### config.mk
export PLATFORM = sky130hd
export DESIGN_NAME = bao_top
export DESIGN_NICKNAME = d
export VERILOG_FILES = /design/src/core/bao_pkg.sv /design/src/core/bao_top.sv /design/src/core/bao_flags.sv
export SDC_FILE = /design/constraint.sdc
export NUM_CORES = 1
export LEC_CHECK = 0
export ABC_AREA = 1
export BUFFER_PORTS_ARGS = -buffer_cell sky130_fd_sc_hd__buf_2
export CORE_UTILIZATION = 25
export CTS_BUF_LIST = sky130_fd_sc_hd__clkbuf_16
export CTS_CLUSTER_SIZE = 20
export DETAILED_ROUTE_END_ITERATION = 6
export GPL_TIMING_DRIVEN = 0
export PLACE_DENSITY_LB_ADDON = 0.3
export SYNTH_ARGS = -nofsm -noshare
export SYNTH_HDL_FRONTEND = slang
export SYNTH_SLANG_ARGS = --single-unit
### constraint.sdc
create_clock -name i_clock -period 1.6 [get_ports i_clock]
set_input_delay 0.08 -clock i_clock [delete_from_list [all_inputs] [get_ports i_clock]]
set_output_delay 0.08 -clock i_clock [all_outputs]
set_load 0.01 [all_outputs]
### src/core/bao_pkg.sv
// Package of constants and types for the battery alert output block
package bao_pkg;

	// ****************************************************************
	// Register byte offsets
	// ****************************************************************
	localparam logic [7:0] OFF_MASK = 8'h00;
	localparam logic [7:0] OFF_CONFIG = 8'h04;
	localparam logic [7:0] OFF_FULL_PCT = 8'h08;
	localparam logic [7:0] OFF_VOLT_LIM = 8'h0C;
	localparam logic [7:0] OFF_TEMP_LIM = 8'h10;
	localparam logic [7:0] OFF_FLAGS = 8'h14;
	localparam logic [7:0] OFF_STATUS = 8'h18;

	// ****************************************************************
	// Reset values
	// ****************************************************************
	localparam logic [15:0] RST_MASK = 16'h0000;
	localparam logic [7:0] RST_CONFIG = 8'h00;
	localparam logic [7:0] RST_FULL_PCT = 8'hFF;
	localparam logic [31:0] RST_VOLT_LIM = 32'hFFFF0000;
	localparam logic [31:0] RST_TEMP_LIM = 32'h7FFF8000;

	// ****************************************************************
	// Flag word bit positions
	// ****************************************************************
	localparam int FB_CHG_OT = 15;
	localparam int FB_DSG_OT = 14;
	localparam int FB_HIGH_V = 13;
	localparam int FB_LOW_V = 12;
	localparam int FB_INHIBIT = 11;
	localparam int FB_NO_CHG = 10;
	localparam int FB_FULL = 9;
	localparam int FB_CHG_OK = 8;
	localparam int FB_OCV = 7;
	localparam int FB_COND = 4;
	localparam int FB_CAP_ALM = 2;
	localparam int FB_END_DSG = 1;
	localparam int FB_DISCH = 0;
	localparam logic [15:0] FLAG_VALID = 16'hFF97;

	// ****************************************************************
	// Config byte fields
	// ****************************************************************
	localparam int CFG_MODE_LSB = 0;
	localparam int CFG_MODE_W = 3;
	localparam int CFG_LAMP_LSB = 4;
	localparam int CFG_LAMP_W = 4;
	localparam logic [7:0] FULL_PCT_OFF = 8'hFF;

	// ****************************************************************
	// Timing
	// ****************************************************************
	localparam int CLK_HZ = 125_000_000;
	localparam int TEMP_PERIOD_MS = 1000;
	localparam int TEMP_SAMPLE_US = 100;
	localparam int TEMP_PERIOD_CYC = (CLK_HZ / 1000) * TEMP_PERIOD_MS;
	localparam int TEMP_SAMPLE_CYC = (CLK_HZ / 1_000_000) * TEMP_SAMPLE_US;

	// ****************************************************************
	// Display and communication modes
	// ****************************************************************
	typedef enum logic [2:0] {
		BAO_MODE_NONE,
		BAO_MODE_SINGLE,
		BAO_MODE_FOUR,
		BAO_MODE_EXP_TWO,
		BAO_MODE_EXP_ONE
	} bao_mode_e;

	localparam logic [1:0] RESP_OKAY = 2'b00;
	localparam logic [1:0] RESP_SLVERR = 2'b10;

endpackage : bao_pkg

### src/core/bao_top.sv
// Battery alert output block with AXI4-Lite register access
//
// Design decisions made here: the AXI4-Lite register port and the placing of the registers.
`timescale 1ns/1ps
`default_nettype none
// Contract
// - Modes 0 and 1 drive the alert on port_a and mode 2 drives it on port_d.
// - Mode 3 (codes 43 and 93, expander with two-wire host) presents the alert on port_c.
// - Mode 4 (codes 44 and 94, expander with single-wire host) presents the alert on port_b.
// - After reset the mode is 0 so the alert goes to port_a.
// - An asserted alert pulls the selected port low, otherwise the port is released.
// - In mode 2 an asserted alert holds port_d low except during the once-per-second temperature sample.
// - The alert is the OR of every status flag ANDed with its enable mask bit.
// - The enable mask resets to zero so no flag raises the alert.
// - High mask byte bits 7..0 enable the overtemperature, voltage, inhibit and charge flags.
// - Low mask byte holds ocv taken at 7, condition 4, capacity alarm 2, eod 1, discharging 0.
// - Full charge sets on termination with setting -1, or when charge exceeds the setting.
// - The ocv taken flag clears on relaxation entry and sets when an ocv sample completes.
// - Charge inhibit sets on a charge request outside the temperature limits, voltage flags follow thresholds.
// - Config bits 2..0 hold the display and communication mode code 0 to 4.
// - Config bits 7..4 hold the external lamp count, passed unchanged to o_external_lamp_count, code 0 reserved.
module bao_top
	import bao_pkg::*;
#(
	parameter int TEMP_PERIOD = TEMP_PERIOD_CYC,
	parameter int TEMP_SAMPLE = TEMP_SAMPLE_CYC
)
(
	// Clock and reset
	input wire logic i_clock,
	input wire logic i_rst_n,
	// AXI4-Lite write address
	input wire logic i_awvalid,
	output logic o_awready,
	input wire logic [7:0] i_awaddr,
	// AXI4-Lite write data
	input wire logic i_wvalid,
	output logic o_wready,
	input wire logic [31:0] i_wdata,
	input wire logic [3:0] i_wstrb,
	// AXI4-Lite write response
	output logic o_bvalid,
	input wire logic i_bready,
	output logic [1:0] o_bresp,
	// AXI4-Lite read address
	input wire logic i_arvalid,
	output logic o_arready,
	input wire logic [7:0] i_araddr,
	// AXI4-Lite read data
	output logic o_rvalid,
	input wire logic i_rready,
	output logic [31:0] o_rdata,
	output logic [1:0] o_rresp,
	// Gauge conditions
	input wire logic i_charge_overtemperature,
	input wire logic i_discharge_overtemperature,
	input wire logic i_charging_disallowed,
	input wire logic i_charging_allowed,
	input wire logic i_condition_flag,
	input wire logic i_capacity_alarm,
	input wire logic i_end_of_discharge,
	input wire logic i_discharging,
	input wire logic i_charge_terminated,
	input wire logic i_charge_request,
	input wire logic i_relaxation_state_entry,
	input wire logic i_ocv_done,
	input wire logic [7:0] i_soc_percent,
	input wire logic [15:0] i_voltage,
	input wire logic signed [15:0] i_temperature,
	// Alert ports, open drain
	output logic o_port_a_out,
	output logic o_port_a_oe,
	output logic o_port_b_out,
	output logic o_port_b_oe,
	output logic o_port_c_out,
	output logic o_port_c_oe,
	output logic o_port_d_out,
	output logic o_port_d_oe,
	// Status
	output logic o_thermistor_sense,
	output logic [3:0] o_external_lamp_count
);

	logic [15:0] alert_enable_mask;
	logic [7:0] display_comm_config;
	logic [7:0] full_threshold_percent;
	logic [31:0] volt_lim;
	logic [31:0] temp_lim;
	logic [15:0] flags;
	logic alert;
	logic [26:0] temp_cnt;
	logic aw_held;
	logic w_held;
	logic [7:0] aw_addr;
	logic [31:0] w_data;
	logic [3:0] w_strb;
	logic do_write;
	logic [2:0] mode_code;
	bao_mode_e display_mode_code;
	logic [3:0] port_sel;

	// ****************************************************************
	// Helpers
	// ****************************************************************
	function automatic logic addr_known(input logic [7:0] a);
		unique case (a)
			OFF_MASK, OFF_CONFIG, OFF_FULL_PCT, OFF_VOLT_LIM,
			OFF_TEMP_LIM, OFF_FLAGS, OFF_STATUS: addr_known = 1'b1;
			default: addr_known = 1'b0;
		endcase
	endfunction : addr_known

	function automatic logic [31:0] merge(input logic [31:0] old, input logic [31:0] nw,
		input logic [3:0] strb);
		logic [31:0] r;
		r = old;
		for (int i = 0; i < 4; i++)
			if (strb[i])
				r[8*i +: 8] = nw[8*i +: 8];
		merge = r;
	endfunction : merge

	// ****************************************************************
	// Write channel
	// ****************************************************************
	assign o_awready = !aw_held && !o_bvalid;
	assign o_wready = !w_held && !o_bvalid;
	assign do_write = aw_held && w_held && !o_bvalid;

	always_ff @(posedge i_clock)
	begin
		if (!i_rst_n)
		begin
			aw_held <= 1'b0;
			aw_addr <= 8'h00;
		end
		else if (i_awvalid && o_awready)
		begin
			aw_held <= 1'b1;
			aw_addr <= i_awaddr;
		end
		else if (do_write)
			aw_held <= 1'b0;
	end

	always_ff @(posedge i_clock)
	begin
		if (!i_rst_n)
		begin
			w_held <= 1'b0;
			w_data <= 32'h00000000;
			w_strb <= 4'h0;
		end
		else if (i_wvalid && o_wready)
		begin
			w_held <= 1'b1;
			w_data <= i_wdata;
			w_strb <= i_wstrb;
		end
		else if (do_write)
			w_held <= 1'b0;
	end

	always_ff @(posedge i_clock)
	begin
		if (!i_rst_n)
		begin
			o_bvalid <= 1'b0;
			o_bresp <= RESP_OKAY;
		end
		else if (do_write)
		begin
			o_bvalid <= 1'b1;
			o_bresp <= addr_known(aw_addr) ? RESP_OKAY : RESP_SLVERR;
		end
		else if (i_bready)
			o_bvalid <= 1'b0;
	end

	// ****************************************************************
	// Registers
	// ****************************************************************
	always_ff @(posedge i_clock)
	begin
		if (!i_rst_n)
		begin
			alert_enable_mask <= RST_MASK;
			display_comm_config <= RST_CONFIG;
			full_threshold_percent <= RST_FULL_PCT;
			volt_lim <= RST_VOLT_LIM;
			temp_lim <= RST_TEMP_LIM;
		end
		else if (do_write)
		begin
			unique case (aw_addr)
				OFF_MASK: alert_enable_mask <= 16'(merge({16'h0000, alert_enable_mask},
					w_data, w_strb));
				OFF_CONFIG: display_comm_config <= 8'(merge({24'h000000, display_comm_config},
					w_data, w_strb));
				OFF_FULL_PCT: full_threshold_percent <= 8'(merge({24'h000000,
					full_threshold_percent}, w_data, w_strb));
				OFF_VOLT_LIM: volt_lim <= merge(volt_lim, w_data, w_strb);
				OFF_TEMP_LIM: temp_lim <= merge(temp_lim, w_data, w_strb);
				default: ;
			endcase
		end
	end

	// ****************************************************************
	// Read channel
	// ****************************************************************
	assign o_arready = !o_rvalid;

	always_ff @(posedge i_clock)
	begin
		if (!i_rst_n)
		begin
			o_rvalid <= 1'b0;
			o_rdata <= 32'h00000000;
			o_rresp <= RESP_OKAY;
		end
		else if (i_arvalid && o_arready)
		begin
			o_rvalid <= 1'b1;
			o_rresp <= addr_known(i_araddr) ? RESP_OKAY : RESP_SLVERR;
			unique case (i_araddr)
				OFF_MASK: o_rdata <= {16'h0000, alert_enable_mask};
				OFF_CONFIG: o_rdata <= {24'h000000, display_comm_config};
				OFF_FULL_PCT: o_rdata <= {24'h000000, full_threshold_percent};
				OFF_VOLT_LIM: o_rdata <= volt_lim;
				OFF_TEMP_LIM: o_rdata <= temp_lim;
				OFF_FLAGS: o_rdata <= {16'h0000, flags};
				OFF_STATUS: o_rdata <= {30'h0, o_thermistor_sense, alert};
				default: o_rdata <= 32'h00000000;
			endcase
		end
		else if (i_rready)
			o_rvalid <= 1'b0;
	end

	// ****************************************************************
	// Flag word
	// ****************************************************************
	bao_flags u_flags (
		.i_clock(i_clock),
		.i_rst_n(i_rst_n),
		.i_charge_overtemperature(i_charge_overtemperature),
		.i_discharge_overtemperature(i_discharge_overtemperature),
		.i_charging_disallowed(i_charging_disallowed),
		.i_charging_allowed(i_charging_allowed),
		.i_condition_flag(i_condition_flag),
		.i_capacity_alarm(i_capacity_alarm),
		.i_end_of_discharge(i_end_of_discharge),
		.i_discharging(i_discharging),
		.i_charge_terminated(i_charge_terminated),
		.i_charge_request(i_charge_request),
		.i_relaxation_state_entry(i_relaxation_state_entry),
		.i_ocv_done(i_ocv_done),
		.i_soc_percent(i_soc_percent),
		.i_voltage(i_voltage),
		.i_temperature(i_temperature),
		.i_full_threshold_percent(full_threshold_percent),
		.i_volt_lim(volt_lim),
		.i_temp_lim(temp_lim),
		.o_flags(flags)
	);

	// ****************************************************************
	// Alert and mode decode
	// ****************************************************************
	assign alert = |(flags & alert_enable_mask & FLAG_VALID);
	assign mode_code = display_comm_config[CFG_MODE_LSB +: CFG_MODE_W];
	assign o_external_lamp_count = display_comm_config[CFG_LAMP_LSB +: CFG_LAMP_W];

	always_comb
	begin
		display_mode_code = BAO_MODE_NONE;
		port_sel = 4'b0000;
		unique case (mode_code)
			3'd0: port_sel = 4'b0001;
			3'd1:
			begin
				display_mode_code = BAO_MODE_SINGLE;
				port_sel = 4'b0001;
			end
			3'd2:
			begin
				display_mode_code = BAO_MODE_FOUR;
				port_sel = 4'b1000;
			end
			3'd3:
			begin
				display_mode_code = BAO_MODE_EXP_TWO;
				port_sel = 4'b0100;
			end
			3'd4:
			begin
				display_mode_code = BAO_MODE_EXP_ONE;
				port_sel = 4'b0010;
			end
			default: port_sel = 4'b0000;
		endcase
	end

	// ****************************************************************
	// Temperature sample timing
	// ****************************************************************
	always_ff @(posedge i_clock)
	begin
		if (!i_rst_n)
			temp_cnt <= 27'd0;
		else if (temp_cnt == 27'(TEMP_PERIOD - 1))
			temp_cnt <= 27'd0;
		else
			temp_cnt <= temp_cnt + 27'd1;
	end

	always_ff @(posedge i_clock)
	begin
		if (!i_rst_n)
			o_thermistor_sense <= 1'b0;
		else
			o_thermistor_sense <= (temp_cnt < 27'(TEMP_SAMPLE)) &&
				(display_mode_code == BAO_MODE_FOUR);
	end

	// ****************************************************************
	// Port drivers
	// ****************************************************************
	always_ff @(posedge i_clock)
	begin
		if (!i_rst_n)
		begin
			o_port_a_oe <= 1'b0;
			o_port_b_oe <= 1'b0;
			o_port_c_oe <= 1'b0;
			o_port_d_oe <= 1'b0;
		end
		else
		begin
			o_port_a_oe <= alert && port_sel[0];
			o_port_b_oe <= alert && port_sel[1];
			o_port_c_oe <= alert && port_sel[2];
			o_port_d_oe <= alert && port_sel[3] &&
				!((temp_cnt < 27'(TEMP_SAMPLE)));
		end
	end

	assign o_port_a_out = 1'b0;
	assign o_port_b_out = 1'b0;
	assign o_port_c_out = 1'b0;
	assign o_port_d_out = 1'b0;
endmodule : bao_top
`default_nettype wire

### src/core/bao_flags.sv
// Status flag word generator for the battery alert output block
`timescale 1ns/1ps
`default_nettype none
module bao_flags
	import bao_pkg::*;
(
	// Clock and reset
	input wire logic i_clock,
	input wire logic i_rst_n,
	// Gauge conditions
	input wire logic i_charge_overtemperature,
	input wire logic i_discharge_overtemperature,
	input wire logic i_charging_disallowed,
	input wire logic i_charging_allowed,
	input wire logic i_condition_flag,
	input wire logic i_capacity_alarm,
	input wire logic i_end_of_discharge,
	input wire logic i_discharging,
	input wire logic i_charge_terminated,
	input wire logic i_charge_request,
	input wire logic i_relaxation_state_entry,
	input wire logic i_ocv_done,
	input wire logic [7:0] i_soc_percent,
	input wire logic [15:0] i_voltage,
	input wire logic signed [15:0] i_temperature,
	// Settings
	input wire logic [7:0] i_full_threshold_percent,
	input wire logic [31:0] i_volt_lim,
	input wire logic [31:0] i_temp_lim,
	// Flag word
	output logic [15:0] o_flags
);

	logic ocv_taken_a;
	logic full_charge;
	logic inhibit;

	// ****************************************************************
	// Flag terms
	// ****************************************************************
	always_comb
	begin
		if (i_full_threshold_percent == FULL_PCT_OFF)
			full_charge = i_charge_terminated;
		else
			full_charge = $signed({1'b0, i_soc_percent}) >
				$signed({i_full_threshold_percent[7], i_full_threshold_percent});
		inhibit = i_charge_request && ((i_temperature < $signed(i_temp_lim[15:0])) ||
			(i_temperature > $signed(i_temp_lim[31:16])));
	end

	// Set wins over the clear on relaxation entry
	always_ff @(posedge i_clock)
	begin
		if (!i_rst_n)
			ocv_taken_a <= 1'b0;
		else if (i_ocv_done)
			ocv_taken_a <= 1'b1;
		else if (i_relaxation_state_entry)
			ocv_taken_a <= 1'b0;
	end

	always_ff @(posedge i_clock)
	begin
		if (!i_rst_n)
			o_flags <= 16'h0000;
		else
		begin
			o_flags <= 16'h0000;
			o_flags[FB_CHG_OT] <= i_charge_overtemperature;
			o_flags[FB_DSG_OT] <= i_discharge_overtemperature;
			o_flags[FB_HIGH_V] <= i_voltage > i_volt_lim[31:16];
			o_flags[FB_LOW_V] <= i_voltage < i_volt_lim[15:0];
			o_flags[FB_INHIBIT] <= inhibit;
			o_flags[FB_NO_CHG] <= i_charging_disallowed;
			o_flags[FB_FULL] <= full_charge;
			o_flags[FB_CHG_OK] <= i_charging_allowed;
			o_flags[FB_OCV] <= ocv_taken_a;
			o_flags[FB_COND] <= i_condition_flag;
			o_flags[FB_CAP_ALM] <= i_capacity_alarm;
			o_flags[FB_END_DSG] <= i_end_of_discharge;
			o_flags[FB_DISCH] <= i_discharging;
		end
	end
endmodule : bao_flags
`default_nettype wire

# Yosys cells after proc, flatten, opt, wreduce, memory -nomap -nowiden
# Index checks and enable logic that the tools add are counted.
# word_totals
latchBits,0
out_inout_bits,54
romBits,0
n_memories,0
ram_bits,0
inputBits,111
register_bits,229
# classes
bitwise_logic,2
reduce_logical,45
n_lt_le_gt_ge,6
n_shift,0
n_mul,0
muxes,21
n_eq_ne,19
addsub,1
n_div,0
# op_table
op,count
32-bit case mux with 7 select lines,1
8-bit by 5-bit == test with 1-bit output (second input constant),6
3-bit AND reduction,12
8-bit by 4-bit == test with 1-bit output (second input constant),4
16-bit > comparator,2
16-bit less-than comparator,2
27-bit by 1-bit adder with 27-bit output (second input constant),1
27-bit == test (second input constant),1
27-bit by 14-bit less-than comparator with 1-bit output (second input constant),1
16-bit AND,1
8-bit by 3-bit == test with 1-bit output (second input constant),2
8-bit logical NOT,2
1-bit 2-to-1 mux,16
4-bit case mux with 4 select lines,1
1-bit logical AND,14
7-bit OR reduction,2
13-bit OR reduction,1
3-bit case mux with 4 select lines,1
2-bit nonzero test,5
3-bit by 2-bit == test with 1-bit output (second input constant),3
9-bit by 8-bit > comparator with 1-bit output,1
8-bit == test (second input constant),1
1-bit logical NOT,5
2-bit 2-to-1 mux,2
6 further kinds,7

# Longest topological paths before layout
# depth
ltp_word,6
ltp_mapped,13
mapped_depth_nobuf,13

# By module
# A second synthesis with hierarchy kept.
# unflattened
hier_cells,1573
hier_area_um2,11370.9
# modules_own_cells
module,instances,seq_area_each_um2,area_per_inst_um2,cells_each
bao_top,1,4204.0,9066.2,1230
bao_flags,1,280.3,2304.7,343

# Worst setup path after synthesis
# No wires, ideal clock.
# synth_path
path_kind,reg-to-reg
startpoint,register temp_cnt[0]
endpoint,register temp_cnt[11]
setup_time_ns,0.122
path_slack_ns,0.043
n_path_buf,1
path_stages_with_launch,8
arrival_ns,1.435
path_cell_list,dfxtp_1 ha_1 nand3_2 nor2_1 nand4_1 o21ai_4 buf_4 a21oi_1
# synth_via
elab_chain_len,2
elab_cells_between_ends,3
cone_classes,add/sub (1); eq/ne (1); reduce/logical (1)
# synth_rtl
element,line,text
from (decl),bao_top.sv:91,logic [26:0] temp_cnt;
from (signal assigned),bao_top.sv:315,temp_cnt <= temp_cnt + 27'd1;
"parallel branches: the longest is 2 deep, another holds 27-bit by 1-bit adder with 27-bit output",-,
# Parallel ways; which one is timed is not known.
# A chain may end at the register's enable or synchronous reset.

# Final worst setup path
# layout_path
startpoint,register temp_lim[5]
endpoint,register u_flags.o_flags[11]
# layout_via
elab_chain_len,3
# layout_rtl
element,line,text
from (decl),bao_top.sv:88,logic [31:0] temp_lim;
from (signal assigned),bao_top.sv:203,"OFF_TEMP_LIM: temp_lim <= merge(temp_lim, w_data, w_strb);"
16-bit less-than comparator,bao_flags.sv:48,inhibit = i_charge_request && ((i_temperature < $signed(i_temp_lim[15:0])) ||
1-bit logical OR,bao_flags.sv:48,
1-bit logical AND,bao_flags.sv:48,
"to (signal, indexed assignment)",bao_flags.sv:70,o_flags[FB_CHG_OT] <= i_charge_overtemperature;
"to (signal, indexed assignment)",bao_flags.sv:71,o_flags[FB_DSG_OT] <= i_discharge_overtemperature;
"to (signal, indexed assignment)",bao_flags.sv:72,o_flags[FB_HIGH_V] <= i_voltage > i_volt_lim[31:16];
to (decl),bao_flags.sv:31,output logic [15:0] o_flags
# Every way passes these cells.

==> results.txt <==
Final setup vio count = 1
Clock-pin slew on the worst setup and hold paths = 0.07 ns
# IOs = 165
Max-slew violations = 0
Outcome = finished, violations left
Asr flop ratio synth = 0%
Reg2reg path depth = 11
Number of fill cells = 4571
Die Span Y = 212 um
Leakage = 6.67 nW
Critical path launch point type = flip-flop
Kind of critical path = reg2reg
Worst-skew pair later-pin latency = 0.56 ns
PortBufs = 157
Failing checks = negative setup slack
Max_cap viols = 0
Slew @ Worst Pin = 0.818 ns
Routed len/inst = 16.7 um
H-tree Lvls = 1
DRT antenna net count = 0
Layout Utilization = 35.0%
Full die area = 44900 um^2
Setup ws final = -0.0317 ns
Area Growth Syn to Fin = 37.3%
Hold_ws = 0.0422 ns
Number of global-route vias before repair = 10100
Number of remaining DRC errors = 0
Initial Util = 25.4%
Initial antenna violation count = 1
GR Util All Layers = 17.0%
Worst Path Required = 2.07 ns
RSZ-0062 raised after global routing = true
Row count = 76
Drt pass-1 iters = 5
Critical Path End Type = flip-flop
Via count = 10800
TritonCTS clock tree = done
Hpwl dp = 30.6 mm
Hold Fails Final Rpt = 0
Hold path cells = 4
Setup Skew = 0.0205 ns
Period utilization = 102%
Worst hold path type = in2reg
Total CTS buffers = 27
Slew Limit Headroom = 45.5%
Total congestion overflow = 0
#FFs+latches synth = 224
Arr. time, crit path = 2.11 ns
Drt via density = 4.57
CTS max path bufs = 3
Min Tclk post-route = 1.63 ns
Mapped cell area = 11000 um^2
Largest net degree at the start of global routing = 14
Synth Area per Inst = 7.49 um^2
Final nets = 1954
Post-Syn Instances = 1471
Setup_tns = -0.0317 ns
Yosys cell types = 49
Syn. warnings = 0
Cell area power density = 866 nW/um^2
Routability cong. = 0.890
Post-synthesis sequential area ratio = 40.7%
Drt first-iter violations = 672
Max Clock Freq = 613 MHz
Number of synthesized flops with an enable pin = 0
Root Buffer = clkbuf_16
Die width = 212 um
Final wirelength = 39.6 mm
Clk sinks = 224
Worst slack, placed = -0.604 ns
Peak VDD IR = 0.000660 V
R2r setup slk = -0.03 ns
First-pass GRT wire length = 57.6 mm
Post-synth top flop = dfxtp_1
Final std cells w/o fill = 2374
Largest fanout on the critical path = 2
Core ar. = 43300 um^2
Share of layout cells above drive strength 1 = 27.2%
Dpl cells = 2218
-- sequential cells by signal, summed over array words and instances, names as in the netlist, 4 cells and up --
| signal | flops |
|---|---|
| o_rdata | 32 |
| temp_lim | 32 |
| volt_lim | 32 |
| w_data | 32 |
| temp_cnt | 27 |
| alert_enable_mask | 16 |
| u_flags.o_flags | 13 |
| aw_addr | 8 |
| display_comm_config | 8 |
| full_threshold_percent | 8 |
| w_strb | 4 |
-- worst paths after layout --
kind | startpoint | endpoint
setup / recovery | temp_lim[5] | u_flags.o_flags[11]
hold / removal | i_rst_n | temp_cnt[20]
setup reg to reg | temp_lim[5] | u_flags.o_flags[11]
hold reg to reg | temp_cnt[0] | temp_cnt[0]
-- kinds of logic after synthesis --
group | Yosys count | share of synthesized area, %
AND/OR/NAND/NOR | 535 | 21.6
other | 1 | 0.0341
XOR/XNOR | 6 | 0.477
adder cells (fa/ha/maj) | 72 | 8.18
buffers and inverters | 263 | 10.0
flip-flops | 224 | 40.7
AO/OA/AOI/OAI | 370 | 18.9
-- layout by cell type, fill, tap and decap left out, types with 41 or more instances in the layout --
master	count
buf_4	46
o21ai_0	85
buf_2	165
dfxtp_1	192
nand2_1	252
inv_1	177
a21oi_1	124
nor2_1	104
o211ai_1	41
dlygate4sd3_1	59
ha_1	67
-- cell usage after synthesis (2+ instances only) --
cell type,number,area [um^2]
nor2_2,8,50.1
nand3_1,45,225
o22ai_1,23,144
buf_1,6,22.5
nor2_4,8,90.1
nor3b_1,2,15.0
xor2_1,5,43.8
buf_6,5,56.3
nand2_2,7,43.8
buf_4,18,135
inv_1,190,713
o21ai_1,16,80.1
a21oi_1,144,721
o211ai_1,41,308
nand4_1,19,119
nor3_2,3,30.0
or2_2,7,43.8
nand2_1,268,1010
buf_2,8,40.0
inv_2,6,22.5
ha_1,72,901
nor2_1,124,465
a211oi_2,2,25.0
a211oi_1,15,113
o21ai_0,113,566
nor4_1,8,50.1
o21bai_1,3,22.5
a21o_1,3,22.5
clkbuf_1,30,113
or2_0,3,18.8
a31oi_1,4,25.0
nor3_1,24,120
nor3_4,2,32.5
dfxtp_1,224,4480
-- routing by layer --
layer  global-route usage, %  part of all wire (%)  wire [um]  up-vias
met5                       0                     0          0        -
met4                    4.47                   2.3        909        0
met3                    3.00                   5.4       2130       48
met2                    28.3                    46      18300      297
met1                    22.5                    46      18300     5020
li1                        -                     -          -     5484
-- power breakdown --
part	internal, W	leakage [nW]	switching, W	total, W
Combinational	0.000536	4.42	0.000837	0.00137
Clock	0.00338	0.418	0.00250	0.00587
Sequential	0.00572	1.83	0.000127	0.00585
-- area by class of cell --
class	count	area [um^2]	share of cell area, %
antenna	1	2.50	0.0165
buffer	66	448	2.96
clock buffer	27	676	4.47
clock inverter	19	153	1.01
inverter	196	758	5.01
multi-input combinational	990	5990	39.6
sequential	224	4540	30.1
tap	585	732	4.84
timing repair buffer	266	1820	12.0
-- repair_timing --
item                                    4_1_cts  5_1_grt
hold endpoints to repair                     57        0
gates resized for setup                      95      179
pin swaps                                    18       40
hold buffers                                 59        0
gates cloned                                  2        4
buffers inserted                             19       26
endpoints found under the setup margin      168      152
-- stage by stage --
step	area (um^2)	total power [W]
2_1_floorplan	11000	0.00652
3_3_place_gp	12500	0.00701
3_5_place_dp	12500	0.00703
4_1_cts	14400	0.0131
5_1_grt	15100	0.0136
6_report	15100	0.0131
-- worst max-delay path, cell delays in order, from the launching register on --
cell	delay (ns)
dfxtp_1	0.35
inv_1	0.08
ha_1	0.29
a21oi_1	0.15
nor2_1	0.05
nor3_1	0.13
nand2_1	0.13
nand2_1	0.11
nand2_1	0.05
nand2_1	0.05
nand2_1	0.04
a21oi_1	0.12
(Power assumes the default switching activity.)
